<file path="config.mk">
export PLATFORM = sky130hd
export DESIGN_NAME = fupc_top
export DESIGN_NICKNAME = d
export VERILOG_FILES = /design/src/fupc_pkg.sv /design/src/fupc_top.sv
export SDC_FILE = /design/constraint.sdc
export NUM_CORES = 1
export LEC_CHECK = 0
export BUFFER_PORTS_ARGS = -buffer_cell sky130_fd_sc_hd__buf_2
export CORE_UTILIZATION = 50
export CTS_BUF_LIST = sky130_fd_sc_hd__clkbuf_8
export CTS_CLUSTER_DIAMETER = 30
export DETAILED_ROUTE_END_ITERATION = 8
export PLACE_DENSITY = 0.79
export SETUP_SLACK_MARGIN = 0.4
export SLEW_MARGIN = 25
export SYNTH_ARGS = -nofsm -noshare
export SYNTH_HDL_FRONTEND = slang
export SYNTH_SLANG_ARGS = --single-unit
</file>
<file path="constraint.sdc">
create_clock -name aclk -period 5.42 [get_ports aclk]
set_input_delay 0.271 -clock aclk [delete_from_list [all_inputs] [get_ports aclk]]
set_output_delay 0.271 -clock aclk [all_outputs]
set_load 0.03 [all_outputs]
</file>
<file path="src/fupc_pkg.sv">
// Constants, register map and carrier types of the flash user program controller.
// Assumes a 20 MHz aclk and an AXI4-Lite master in the CPU subsystem.
//
// Overview of operation
// RULE_01 - Control bit 0 starts erase or hard lock.
// RULE_02 - CPU waits for completion before sector access.
// RULE_03 - Table reads and writes ignore the start bit.
// RULE_04 - Interrupt request aborts a running erase.
// RULE_05 - Erase result flag: zero ok, one failed.
// RULE_06 - Reset clears the programming key register.
// RULE_07 - Only key A5h enables erase, program, lock.
// RULE_08 - Two sector address registers, high and low.
// RULE_09 - 512 sectors of 128 bytes; low bits ignored.
// RULE_10 - CPU reloads sector registers per target sector.
// RULE_11 - Programming only into an erased sector; the controller does not check whether the sector is erased.
// RULE_12 - Erase lasts at least ten milliseconds.
// RULE_13 - Erase offered only in user program mode.
// RULE_14 - User mode: erase, program, read, hard lock.
// RULE_15 - Enabled boot-loader sectors refuse erase and program.
// RULE_16 - Disable bit makes boot area normal memory.
// RULE_17 - Option bits 2..0 set protected size.
// RULE_18 - Option bits 7..5 set reset vector.
// RULE_19 - Vector choice needs enable and selection zero.
// RULE_20 - Vector and size fields decode independently.
// RULE_21 - Software guards against stray control writes.
// RULE_22 - Control value A1h starts sector erase.
// RULE_23 - Control value 50h selects byte program mode.
// RULE_24 - Upper nibble 0110 plus start sets hard lock.
// RULE_25 - Out-of-sector or disabled program writes ignored.
// RULE_26 - Busy shown from start until completion.
package fupc_pkg;

  // ****************************************************************
  // Register map
  // ****************************************************************
  localparam logic [3:0] FUPC_ADDR_CTRL   = 4'h0;
  localparam logic [3:0] FUPC_ADDR_KEY    = 4'h4;
  localparam logic [3:0] FUPC_ADDR_SEC_HI = 4'h8;
  localparam logic [3:0] FUPC_ADDR_SEC_LO = 4'hC;

  localparam logic [7:0] FUPC_KEY_ENABLE  = 8'hA5;
  localparam logic [7:0] FUPC_KEY_RESET   = 8'h00;
  localparam logic [3:0] FUPC_MODE_ERASE  = 4'hA;
  localparam logic [3:0] FUPC_MODE_PROG   = 4'h5;
  localparam logic [3:0] FUPC_MODE_LOCK   = 4'h6;
  localparam int         FUPC_BIT_START   = 0;
  localparam int         FUPC_BIT_BUSY    = 1;
  localparam int         FUPC_BIT_LOCKED  = 2;
  localparam int         FUPC_BIT_FAIL    = 3;
  localparam logic [7:0] FUPC_SEC_LO_MASK = 8'h80;
  localparam logic [1:0] FUPC_RESP_OKAY   = 2'b00;
  localparam logic [1:0] FUPC_RESP_SLVERR = 2'b10;

  // ****************************************************************
  // Option byte fields and boot area
  // ****************************************************************
  localparam int          FUPC_OPT_NOBOOT  = 2;
  localparam int          FUPC_OPT_VECSEL  = 7;
  localparam logic [15:0] FUPC_BOOT_BASE   = 16'h0100;
  localparam logic [15:0] FUPC_VEC_DEFAULT = 16'h0100;

  // ****************************************************************
  // Timing
  // ****************************************************************
  localparam longint FUPC_CLK_HZ        = 20000000;
  localparam longint FUPC_ERASE_MS      = 10;
  localparam int     FUPC_ERASE_CYCLES  = int'((FUPC_ERASE_MS * FUPC_CLK_HZ + 999) / 1000);
  localparam int     FUPC_LOCK_CYCLES   = 4;

  typedef enum logic [1:0] {
    FUPC_IDLE  = 2'b00,
    FUPC_ERASE = 2'b01,
    FUPC_LOCK  = 2'b10
  } fupc_state_e;

  // Table-access bus from the CPU core.
  typedef struct packed {
    logic        req;
    logic        write;
    logic [15:0] addr;
    logic [7:0]  wdata;
  } fupc_tbl_req_s;

  // Command to the flash array.
  typedef struct packed {
    logic        erase;
    logic        prog;
    logic        read;
    logic [15:0] addr;
    logic [7:0]  wdata;
  } fupc_arr_cmd_s;

endpackage

</file>
<file path="src/fupc_top.sv">
// Flash user program controller: key, control and sector registers on AXI4-Lite,
// sector erase sequencing, byte program gating, hard lock and boot area guard.
// Assumes a flash array that performs commands and returns read data and an erase
// verify result; the CPU supplies table accesses and the interrupt request line.
//
// The AXI4-Lite interface to the registers and the register addresses were left to the implementer.
`timescale 1ns/1ps
module fupc_top #(
  parameter int ERASE_CYCLES = fupc_pkg::FUPC_ERASE_CYCLES
) (
  input  wire logic                    aclk,
  input  wire logic                    aresetn,
  input  wire logic [3:0]              s_axil_awaddr,
  input  wire logic                    s_axil_awvalid,
  output logic                         s_axil_awready,
  input  wire logic [31:0]             s_axil_wdata,
  input  wire logic [3:0]              s_axil_wstrb,
  input  wire logic                    s_axil_wvalid,
  output logic                         s_axil_wready,
  output logic [1:0]                   s_axil_bresp,
  output logic                         s_axil_bvalid,
  input  wire logic                    s_axil_bready,
  input  wire logic [3:0]              s_axil_araddr,
  input  wire logic                    s_axil_arvalid,
  output logic                         s_axil_arready,
  output logic [31:0]                  s_axil_rdata,
  output logic [1:0]                   s_axil_rresp,
  output logic                         s_axil_rvalid,
  input  wire logic                    s_axil_rready,
  input  wire fupc_pkg::fupc_tbl_req_s tbl_req,
  output logic [7:0]                   tbl_rdata,
  output logic                         tbl_ack,
  input  wire logic                    irq_pending,
  input  wire logic                    tool_mode,
  input  wire logic [7:0]              option_byte,
  input  wire logic [7:0]              array_rdata,
  input  wire logic                    array_erase_ok,
  output fupc_pkg::fupc_arr_cmd_s      array_cmd,
  output logic                         busy,
  output logic [15:0]                  reset_vector
);
  import fupc_pkg::*;

  // ****************************************************************
  // Registers and state
  // ****************************************************************
  logic [7:0]  key;
  logic [3:0]  mode;
  logic        fail;
  logic        locked;
  logic [7:0]  sec_hi;
  logic [7:0]  sec_lo;
  fupc_state_e state;
  logic [31:0] count;
  logic        aw_held;
  logic        w_held;
  logic [3:0]  aw_addr;
  logic [7:0]  w_data;
  logic        w_lane0;

  logic        unlocked;
  logic        do_write;
  logic        start_erase;
  logic        start_lock;
  logic [15:0] boot_end;
  logic        prog_ok;
  logic        sector_blocked;
  logic [15:0] sector_base;
  logic [7:0]  ctrl_view;

  // Protected area end for a size code; shared by size decode and vector decode.
  function automatic logic [15:0] boot_last(input logic [1:0] code);
    unique case (code)
      2'b00: boot_last = 16'h01FF;
      2'b01: boot_last = 16'h02FF;
      2'b10: boot_last = 16'h04FF;
      2'b11: boot_last = 16'h08FF;
    endcase
  endfunction

  // True when an address lies in the protected boot area.
  function automatic logic in_boot(input logic [15:0] a, input logic [15:0] last);
    in_boot = (a >= FUPC_BOOT_BASE) && (a <= last);
  endfunction

  assign unlocked    = (key == FUPC_KEY_ENABLE) && !tool_mode && !locked;         // RULE_07 RULE_13
  assign sector_base = {sec_hi, sec_lo & FUPC_SEC_LO_MASK};                       // RULE_08 RULE_09
  assign boot_end    = boot_last(option_byte[1:0]);                               // RULE_17 RULE_20
  assign sector_blocked = !option_byte[FUPC_OPT_NOBOOT] &&
                          (in_boot(sector_base, boot_end) ||
                           in_boot(sector_base + 16'h007F, boot_end));            // RULE_15 RULE_16
  assign ctrl_view   = {mode, fail, locked, (state != FUPC_IDLE), 1'b0};
  assign do_write    = aw_held && w_held && !s_axil_bvalid;
  assign start_erase = do_write && (aw_addr == FUPC_ADDR_CTRL) && w_lane0 && unlocked &&
                       (state == FUPC_IDLE) && (w_data[7:4] == FUPC_MODE_ERASE) &&
                       w_data[FUPC_BIT_START] && !sector_blocked;                  // RULE_01 RULE_22
  assign start_lock  = do_write && (aw_addr == FUPC_ADDR_CTRL) && w_lane0 && unlocked &&
                       (state == FUPC_IDLE) && (w_data[7:4] == FUPC_MODE_LOCK) &&
                       w_data[FUPC_BIT_START];                                     // RULE_24
  assign prog_ok     = unlocked && (mode == FUPC_MODE_PROG) && (state == FUPC_IDLE) &&
                       (tbl_req.addr[15:7] == sector_base[15:7]) && !sector_blocked; // RULE_23 RULE_25 RULE_11

  // ****************************************************************
  // AXI4-Lite write channel
  // ****************************************************************
  always_ff @(posedge aclk) begin
    if (!aresetn) begin
      aw_held        <= 1'b0;
      w_held         <= 1'b0;
      aw_addr        <= 4'h0;
      w_data         <= 8'h00;
      w_lane0        <= 1'b0;
      s_axil_awready <= 1'b0;
      s_axil_wready  <= 1'b0;
      s_axil_bvalid  <= 1'b0;
      s_axil_bresp   <= FUPC_RESP_OKAY;
    end else begin
      s_axil_awready <= !aw_held && !s_axil_awready && !s_axil_bvalid;
      s_axil_wready  <= !w_held && !s_axil_wready && !s_axil_bvalid;
      if (s_axil_awvalid && s_axil_awready) begin
        aw_held <= 1'b1;
        aw_addr <= s_axil_awaddr;
      end
      if (s_axil_wvalid && s_axil_wready) begin
        w_held  <= 1'b1;
        w_data  <= s_axil_wdata[7:0];
        w_lane0 <= s_axil_wstrb[0];
      end
      if (do_write) begin
        aw_held       <= 1'b0;
        w_held        <= 1'b0;
        s_axil_bvalid <= 1'b1;
        s_axil_bresp  <= (aw_addr[1:0] == 2'b00) ? FUPC_RESP_OKAY : FUPC_RESP_SLVERR;
      end else if (s_axil_bvalid && s_axil_bready) begin
        s_axil_bvalid <= 1'b0;
      end
    end
  end

  // ****************************************************************
  // Key and sector registers
  // ****************************************************************
  always_ff @(posedge aclk) begin
    if (!aresetn) begin
      key    <= FUPC_KEY_RESET;                                                   // RULE_06
      sec_hi <= 8'h00;
      sec_lo <= 8'h00;
    end else if (do_write && w_lane0) begin
      if (aw_addr == FUPC_ADDR_KEY) begin
        key <= w_data;
      end
      if (aw_addr == FUPC_ADDR_SEC_HI) begin
        sec_hi <= w_data;                                                         // RULE_08
      end
      if (aw_addr == FUPC_ADDR_SEC_LO) begin
        sec_lo <= w_data & FUPC_SEC_LO_MASK;                                      // RULE_09
      end
    end
  end

  // Mode nibble is software visible; it is only written while unlocked.
  always_ff @(posedge aclk) begin
    if (!aresetn) begin
      mode <= 4'h0;
    end else if (do_write && w_lane0 && (aw_addr == FUPC_ADDR_CTRL) && unlocked && (state == FUPC_IDLE)) begin
      mode <= w_data[7:4];                                                        // RULE_14
    end
  end

  // ****************************************************************
  // Erase and hard lock sequencer
  // ****************************************************************
  always_ff @(posedge aclk) begin
    if (!aresetn) begin
      state  <= FUPC_IDLE;
      count  <= 32'h0000_0000;
      fail   <= 1'b0;
      locked <= 1'b0;
      busy   <= 1'b0;
    end else begin
      unique case (state)
        FUPC_IDLE: begin
          count <= 32'h0000_0000;
          if (start_erase) begin
            state <= FUPC_ERASE;
            busy  <= 1'b1;                                                        // RULE_26
          end else if (start_lock) begin
            state <= FUPC_LOCK;
            busy  <= 1'b1;                                                        // RULE_26
          end
        end
        FUPC_ERASE: begin
          count <= count + 32'h0000_0001;
          if (irq_pending) begin
            state <= FUPC_IDLE;                                                   // RULE_04
            busy  <= 1'b0;
            fail  <= 1'b1;                                                        // RULE_05
          end else if (count == 32'(ERASE_CYCLES - 1)) begin
            state <= FUPC_IDLE;                                                   // RULE_12
            busy  <= 1'b0;
            fail  <= !array_erase_ok;                                             // RULE_05
          end
        end
        FUPC_LOCK: begin
          count <= count + 32'h0000_0001;
          if (count == 32'(FUPC_LOCK_CYCLES - 1)) begin
            state  <= FUPC_IDLE;
            busy   <= 1'b0;
            locked <= 1'b1;                                                       // RULE_24
          end
        end
        default: begin
          state <= FUPC_IDLE;
          busy  <= 1'b0;
        end
      endcase
    end
  end

  // ****************************************************************
  // Flash array commands and table access
  // ****************************************************************
  always_ff @(posedge aclk) begin
    if (!aresetn) begin
      array_cmd <= '0;
      tbl_rdata <= 8'h00;
      tbl_ack   <= 1'b0;
    end else begin
      array_cmd.erase <= start_erase;
      array_cmd.prog  <= tbl_req.req && tbl_req.write && prog_ok;                 // RULE_03 RULE_25
      array_cmd.read  <= tbl_req.req && !tbl_req.write;                           // RULE_03
      array_cmd.addr  <= start_erase ? sector_base : tbl_req.addr;
      array_cmd.wdata <= tbl_req.wdata;
      tbl_ack         <= tbl_req.req;
      tbl_rdata       <= array_rdata;
    end
  end

  // Reset vector is taken from the option byte after reset release.
  always_ff @(posedge aclk) begin
    if (!aresetn) begin
      reset_vector <= FUPC_VEC_DEFAULT;
    end else if (option_byte[FUPC_OPT_NOBOOT] || option_byte[FUPC_OPT_VECSEL]) begin
      reset_vector <= FUPC_VEC_DEFAULT;                                           // RULE_19
    end else begin
      reset_vector <= boot_last(option_byte[6:5]) + 16'h0001;                     // RULE_18 RULE_20
    end
  end

  // ****************************************************************
  // AXI4-Lite read channel
  // ****************************************************************
  always_ff @(posedge aclk) begin
    if (!aresetn) begin
      s_axil_arready <= 1'b0;
      s_axil_rvalid  <= 1'b0;
      s_axil_rdata   <= 32'h0000_0000;
      s_axil_rresp   <= FUPC_RESP_OKAY;
    end else begin
      s_axil_arready <= !s_axil_rvalid && !s_axil_arready;
      if (s_axil_arvalid && s_axil_arready) begin
        s_axil_rvalid <= 1'b1;
        s_axil_rresp  <= FUPC_RESP_OKAY;
        unique case (s_axil_araddr)
          FUPC_ADDR_CTRL:   s_axil_rdata <= {24'h00_0000, ctrl_view};
          FUPC_ADDR_KEY:    s_axil_rdata <= {24'h00_0000, key};
          FUPC_ADDR_SEC_HI: s_axil_rdata <= {24'h00_0000, sec_hi};
          FUPC_ADDR_SEC_LO: s_axil_rdata <= {24'h00_0000, sec_lo};
          default: begin
            s_axil_rdata <= 32'h0000_0000;
            s_axil_rresp <= FUPC_RESP_SLVERR;
          end
        endcase
      end else if (s_axil_rvalid && s_axil_rready) begin
        s_axil_rvalid <= 1'b0;
      end
    end
  end

  // ****************************************************************
  // Assertions
  // ****************************************************************
  AST_KEY_RESET: assert property (@(posedge aclk) !aresetn |=> key == FUPC_KEY_RESET) // RULE_06
    else $error("key not cleared by reset");
  AST_KEY_GATE: assert property (@(posedge aclk) disable iff (!aresetn) // RULE_07
    $rose(busy) |-> $past(key) == FUPC_KEY_ENABLE)
    else $error("operation started without key");
  AST_START_BUSY: assert property (@(posedge aclk) disable iff (!aresetn) // RULE_01
    start_erase |=> busy && state == FUPC_ERASE)
    else $error("erase start not taken");
  AST_ERASE_MIN: assert property (@(posedge aclk) disable iff (!aresetn) // RULE_12
    $fell(busy) && $past(state) == FUPC_ERASE |-> $past(irq_pending) || $past(count) == 32'(ERASE_CYCLES - 1))
    else $error("erase ended early");
  AST_IRQ_ABORT: assert property (@(posedge aclk) disable iff (!aresetn) // RULE_04
    (state == FUPC_ERASE) && irq_pending |=> state == FUPC_IDLE && fail && !busy)
    else $error("interrupt did not abort erase");
  AST_PROG_GATE: assert property (@(posedge aclk) disable iff (!aresetn) // RULE_25
    tbl_req.req && tbl_req.write && (tbl_req.addr[15:7] != sector_base[15:7]) |=> !array_cmd.prog)
    else $error("out of sector program passed");
  AST_BOOT_GUARD: assert property (@(posedge aclk) disable iff (!aresetn) // RULE_15
    (array_cmd.erase || array_cmd.prog) && !option_byte[FUPC_OPT_NOBOOT] |->
      (array_cmd.addr > boot_end) || ((array_cmd.addr | 16'h007F) < FUPC_BOOT_BASE))
    else $error("boot area not protected");
  AST_LOCK_HOLD: assert property (@(posedge aclk) disable iff (!aresetn) // RULE_24
    locked |=> locked && !array_cmd.prog)
    else $error("hard lock released");
  AST_READ_FREE: assert property (@(posedge aclk) disable iff (!aresetn) // RULE_03
    tbl_req.req && !tbl_req.write |=> array_cmd.read)
    else $error("table read not served");
  AST_TOOL_BLOCK: assert property (@(posedge aclk) disable iff (!aresetn) // RULE_13
    $rose(busy) |-> !$past(tool_mode))
    else $error("operation started in tool mode");
  AST_ERASE_ALIGN: assert property (@(posedge aclk) disable iff (!aresetn) // RULE_09
    array_cmd.erase |-> array_cmd.addr[6:0] == 7'h00)
    else $error("erase address not on a sector base");
  AST_BUSY_STATE: assert property (@(posedge aclk) disable iff (!aresetn) // RULE_26
    busy == (state != FUPC_IDLE))
    else $error("busy does not follow the sequencer");
  AST_FAIL_HOLD: assert property (@(posedge aclk) disable iff (!aresetn) // RULE_05
    $changed(fail) |-> $past(state) == FUPC_ERASE)
    else $error("erase result changed outside an erase");

  COV_ERASE_OK: cover property (@(posedge aclk) disable iff (!aresetn) $fell(busy) && !fail);
  COV_ERASE_ABORT: cover property (@(posedge aclk) disable iff (!aresetn) (state == FUPC_ERASE) && irq_pending);
  COV_PROG: cover property (@(posedge aclk) disable iff (!aresetn) array_cmd.prog);
  COV_LOCK: cover property (@(posedge aclk) disable iff (!aresetn) $rose(locked));

endmodule // fupc_top
</file>
==> impl_metrics.py <==
metrics = {
    "power": {
        "power_density_mw_per_mm2": 279,
        "power.leakage_nw": 2.76,
        "ir_drop_uv": 207,
    },
    "flow_run": {
        "drv_cap": 0,
    },
    "clocking": {
        "cts.repair.resized": 0,
        "cts_sinks": 129,
        "cts_root_buf": "clkbuf_8",
        "h-tree-depth": 4,
        "clk_path_buf_depth": 2,
        "tritoncts": "yes",
        "worst_skew_pair.late_latency_ns": 0.43,
        "cts_buffers": 17,
        "cts_setup_buffers": 0,
        "clkTransAtPathRegs_ns": 0.07,
    },
    "sta": {
        "max_freq_mhz": 413,
        "fin_ws_ns": 3.00,
        "finalHoldViolCount": 0,
        "setup_tns_ns": 0,
        "finalCritPeriodShare_pct": 44.6,
        "setup_violations": 0,
        "fin_skew_ns": 0.00587,
        "maxSlewHeadroom_pct": 35.4,
        "tightest_slew_ns": 0.964,
        "rsz0062_at_grt": "false",
        "finalCriticalPeriod_ns": 2.42,
        "slew_viol_final": 0,
    },
    "grt": {
        "grt_pass1_vias": 4620,
        "grt_usage_pct": 22.3,
        "grt-ovfl-total": 0,
        "antenna_found_initial": 0,
        "grt_max_degree": 34,
        "grt_pass1_wl_um": 20600,
    },
    "finish": {
        "layout-drive-gt1-share_pct": 23.4,
        "final_common_cell": "dfxtp_1",
        "instances_no_fill": 900,
        "nets": 857,
        "final_cell_mix": "dfxtp_1, buf_2, nor2_1",
        "n_fill_cell": 944,
        "post-route-util_pct": 60.2,
        "n_antenna_cell": 0,
        "syn2layout_area_growth_pct": 15.9,
    },
    "logic_synthesis": {
        "ys_ff_latch": 129,
        "synth_area_leader_cell": "dfxtp_1",
        "syn_avg_cell_area_sq_um": 9.09,
        "synth.distinct_cells": 58,
        "synth_top_cell_area_share_pct": 45.2,
        "synth_area_sq_mm": 0.00571,
        "async_reset_ff_share_pct": 0,
        "synth_ff_type": "dfxtp_1",
        "ys.warnings.count": 0,
        "ys_seq_area_share_pct": 45.2,
        "synth_cells": 628,
        "synth_area_leaders": "dfxtp_1, buf_4, nor2_1",
        "synth_edf_count": 0,
    },
    "detailed_routing": {
        "first_pass_iters": 5,
        "num_vias": 4818,
        "wl_per_cell_um": 14.3,
        "detail-route-antenna-nets": 0,
        "viasPerCell": 5.35,
        "first_iter_violations": 265,
        "wl_um": 12800,
        "drcViolationCount": 0,
    },
    "die": {
        "die_h_um": 109,
        "initial_core_util_pct": 52.0,
        "row_count": 38,
        "core_region_area_sq_mm": 0.0110,
        "die_w_um": 109,
        "die-area_sq_mm": 0.0118,
        "io_pins": 190,
    },
    "outcome": {
        "status": "complete, no violations",
    },
    "critical_path": {
        "startpoint_type": "flip-flop",
        "required_ns": 5.76,
        "crit_type": "reg -> reg",
        "cp-end-kind": "flip-flop",
        "crit_fanout": 11,
        "arrival_ns": 2.76,
    },
    "placed_design": {
        "preCtsSetupSlack_ns": 2.92,
        "io_buffers": 123,
        "gp_congestion": 0.840,
        "hpwl_um": 9450,
        "place_inst": 871,
    },
    "hold_path": {
        "hold_class": "in -> reg",
    },
}
[registers in the layout, summed over array words and instances (netlist names), 2 cells and up]
name,count
state,2
sec_hi,8
mode,4
count,32
w_data,8
s_axil_rdata,8
reset_vector,5
tbl_rdata,8
key,8
array_cmd,27
aw_addr,4
[cells by family (layout without fill, tap and decap cells)]
group / Yosys count / count (layout) / share of synthesized area, %
and+or+nand+nor: 275 / 275 / 25.9
DFF: 129 / 129 / 45.2
AOI/OAI and AO/OA: 79 / 79 / 8.57
buffers and inverters: 69 / 164 / 7.23
xor gates and xnor gates: 38 / 38 / 5.83
muxes: 27 / 27 / 4.95
adders and majority gates: 10 / 10 / 2.19
other: 1 / 38 / 0.0657
[final cells by class]
type | instances | area, sq um | area share, %
Sequential cell | 129 | 2580 | 39.0
Clock inverter | 10 | 75.1 | 1.13
Multi-Input combinational cell | 467 | 2860 | 43.2
Tap cell | 140 | 175 | 2.65
Timing Repair Buffer | 126 | 641 | 9.68
Clock buffer | 18 | 248 | 3.75
Inverter | 10 | 37.5 | 0.567
[cells in the mapped netlist, drive strengths merged (5+ instances only)]
library cell / n
clkbuf: 17
nor2: 76
nand4b: 5
nor3: 14
and3: 13
nor2b: 5
and2: 21
mux2i: 26
nand2: 53
nand3: 33
buf: 42
nand2b: 5
o21ai: 22
xnor2: 17
ha: 10
nor4: 16
inv: 9
dfxtp: 129
a22oi: 8
or4: 5
nand3b: 5
a21oi: 33
nand4: 11
xor2: 21
[power by group]
part | switching, mW | leakage (nW) | internal (mW)
clock | 0.333 | 0.178 | 0.354
combinational | 0.123 | 1.53 | 0.0495
sequential | 0.0134 | 1.05 | 0.972
[worst max-delay path, cell delays in order (launching register included)]
cell      delay, ns
dfxtp_1        0.54
ha_1           0.32
a21oi_1        0.13
o21ai_0        0.15
a31oi_1        0.82
o21ai_1        0.13
a211oi_1       0.26
[final timing paths]
path	start	slack (ns)	cells after the start	end
max	sec_hi[1]	3.00	6	state[1]
min	option_byte[5]	0.04	2	reset_vector[10]
max reg2reg	sec_hi[1]	3.00	6	state[1]
min reg2reg	s_axil_rvalid	0.44	1	s_axil_arready
[per-layer routing]
layer,up-vias,track usage (%),wire [um],part of all wire [%]
met2,165,37.7,6410,50
met5,-,0,0,0
li1,2347,-,-,-
met4,0,11.7,350,2.7
met3,36,5.80,683,5.3
met1,2270,25.8,5400,42
[stage by stage]
| step | power (mW) | hold WS, ns | area [sq um] |
|---|---|---|---|
| 6_report | 1.85 | 0.0354 | 6620 |
| 5_1_grt | 1.92 | 0.0166 | 6620 |
| 4_1_cts | 1.86 | 0.00699 | 6620 |
| 3_5_place_dp | 1.18 | 0.437 | 6280 |
| 3_3_place_gp | 1.17 | 0.425 | 6280 |
| 2_1_floorplan | 1.14 | 0.343 | 5850 |
[repair_timing]
action | CTS | global route
hold buffers | 1 | 0
endpoints found under the hold margin | 1 | 0
endpoints found under the setup margin | 0 | 0
No activity file was read; power rests on OpenSTA's default activity.
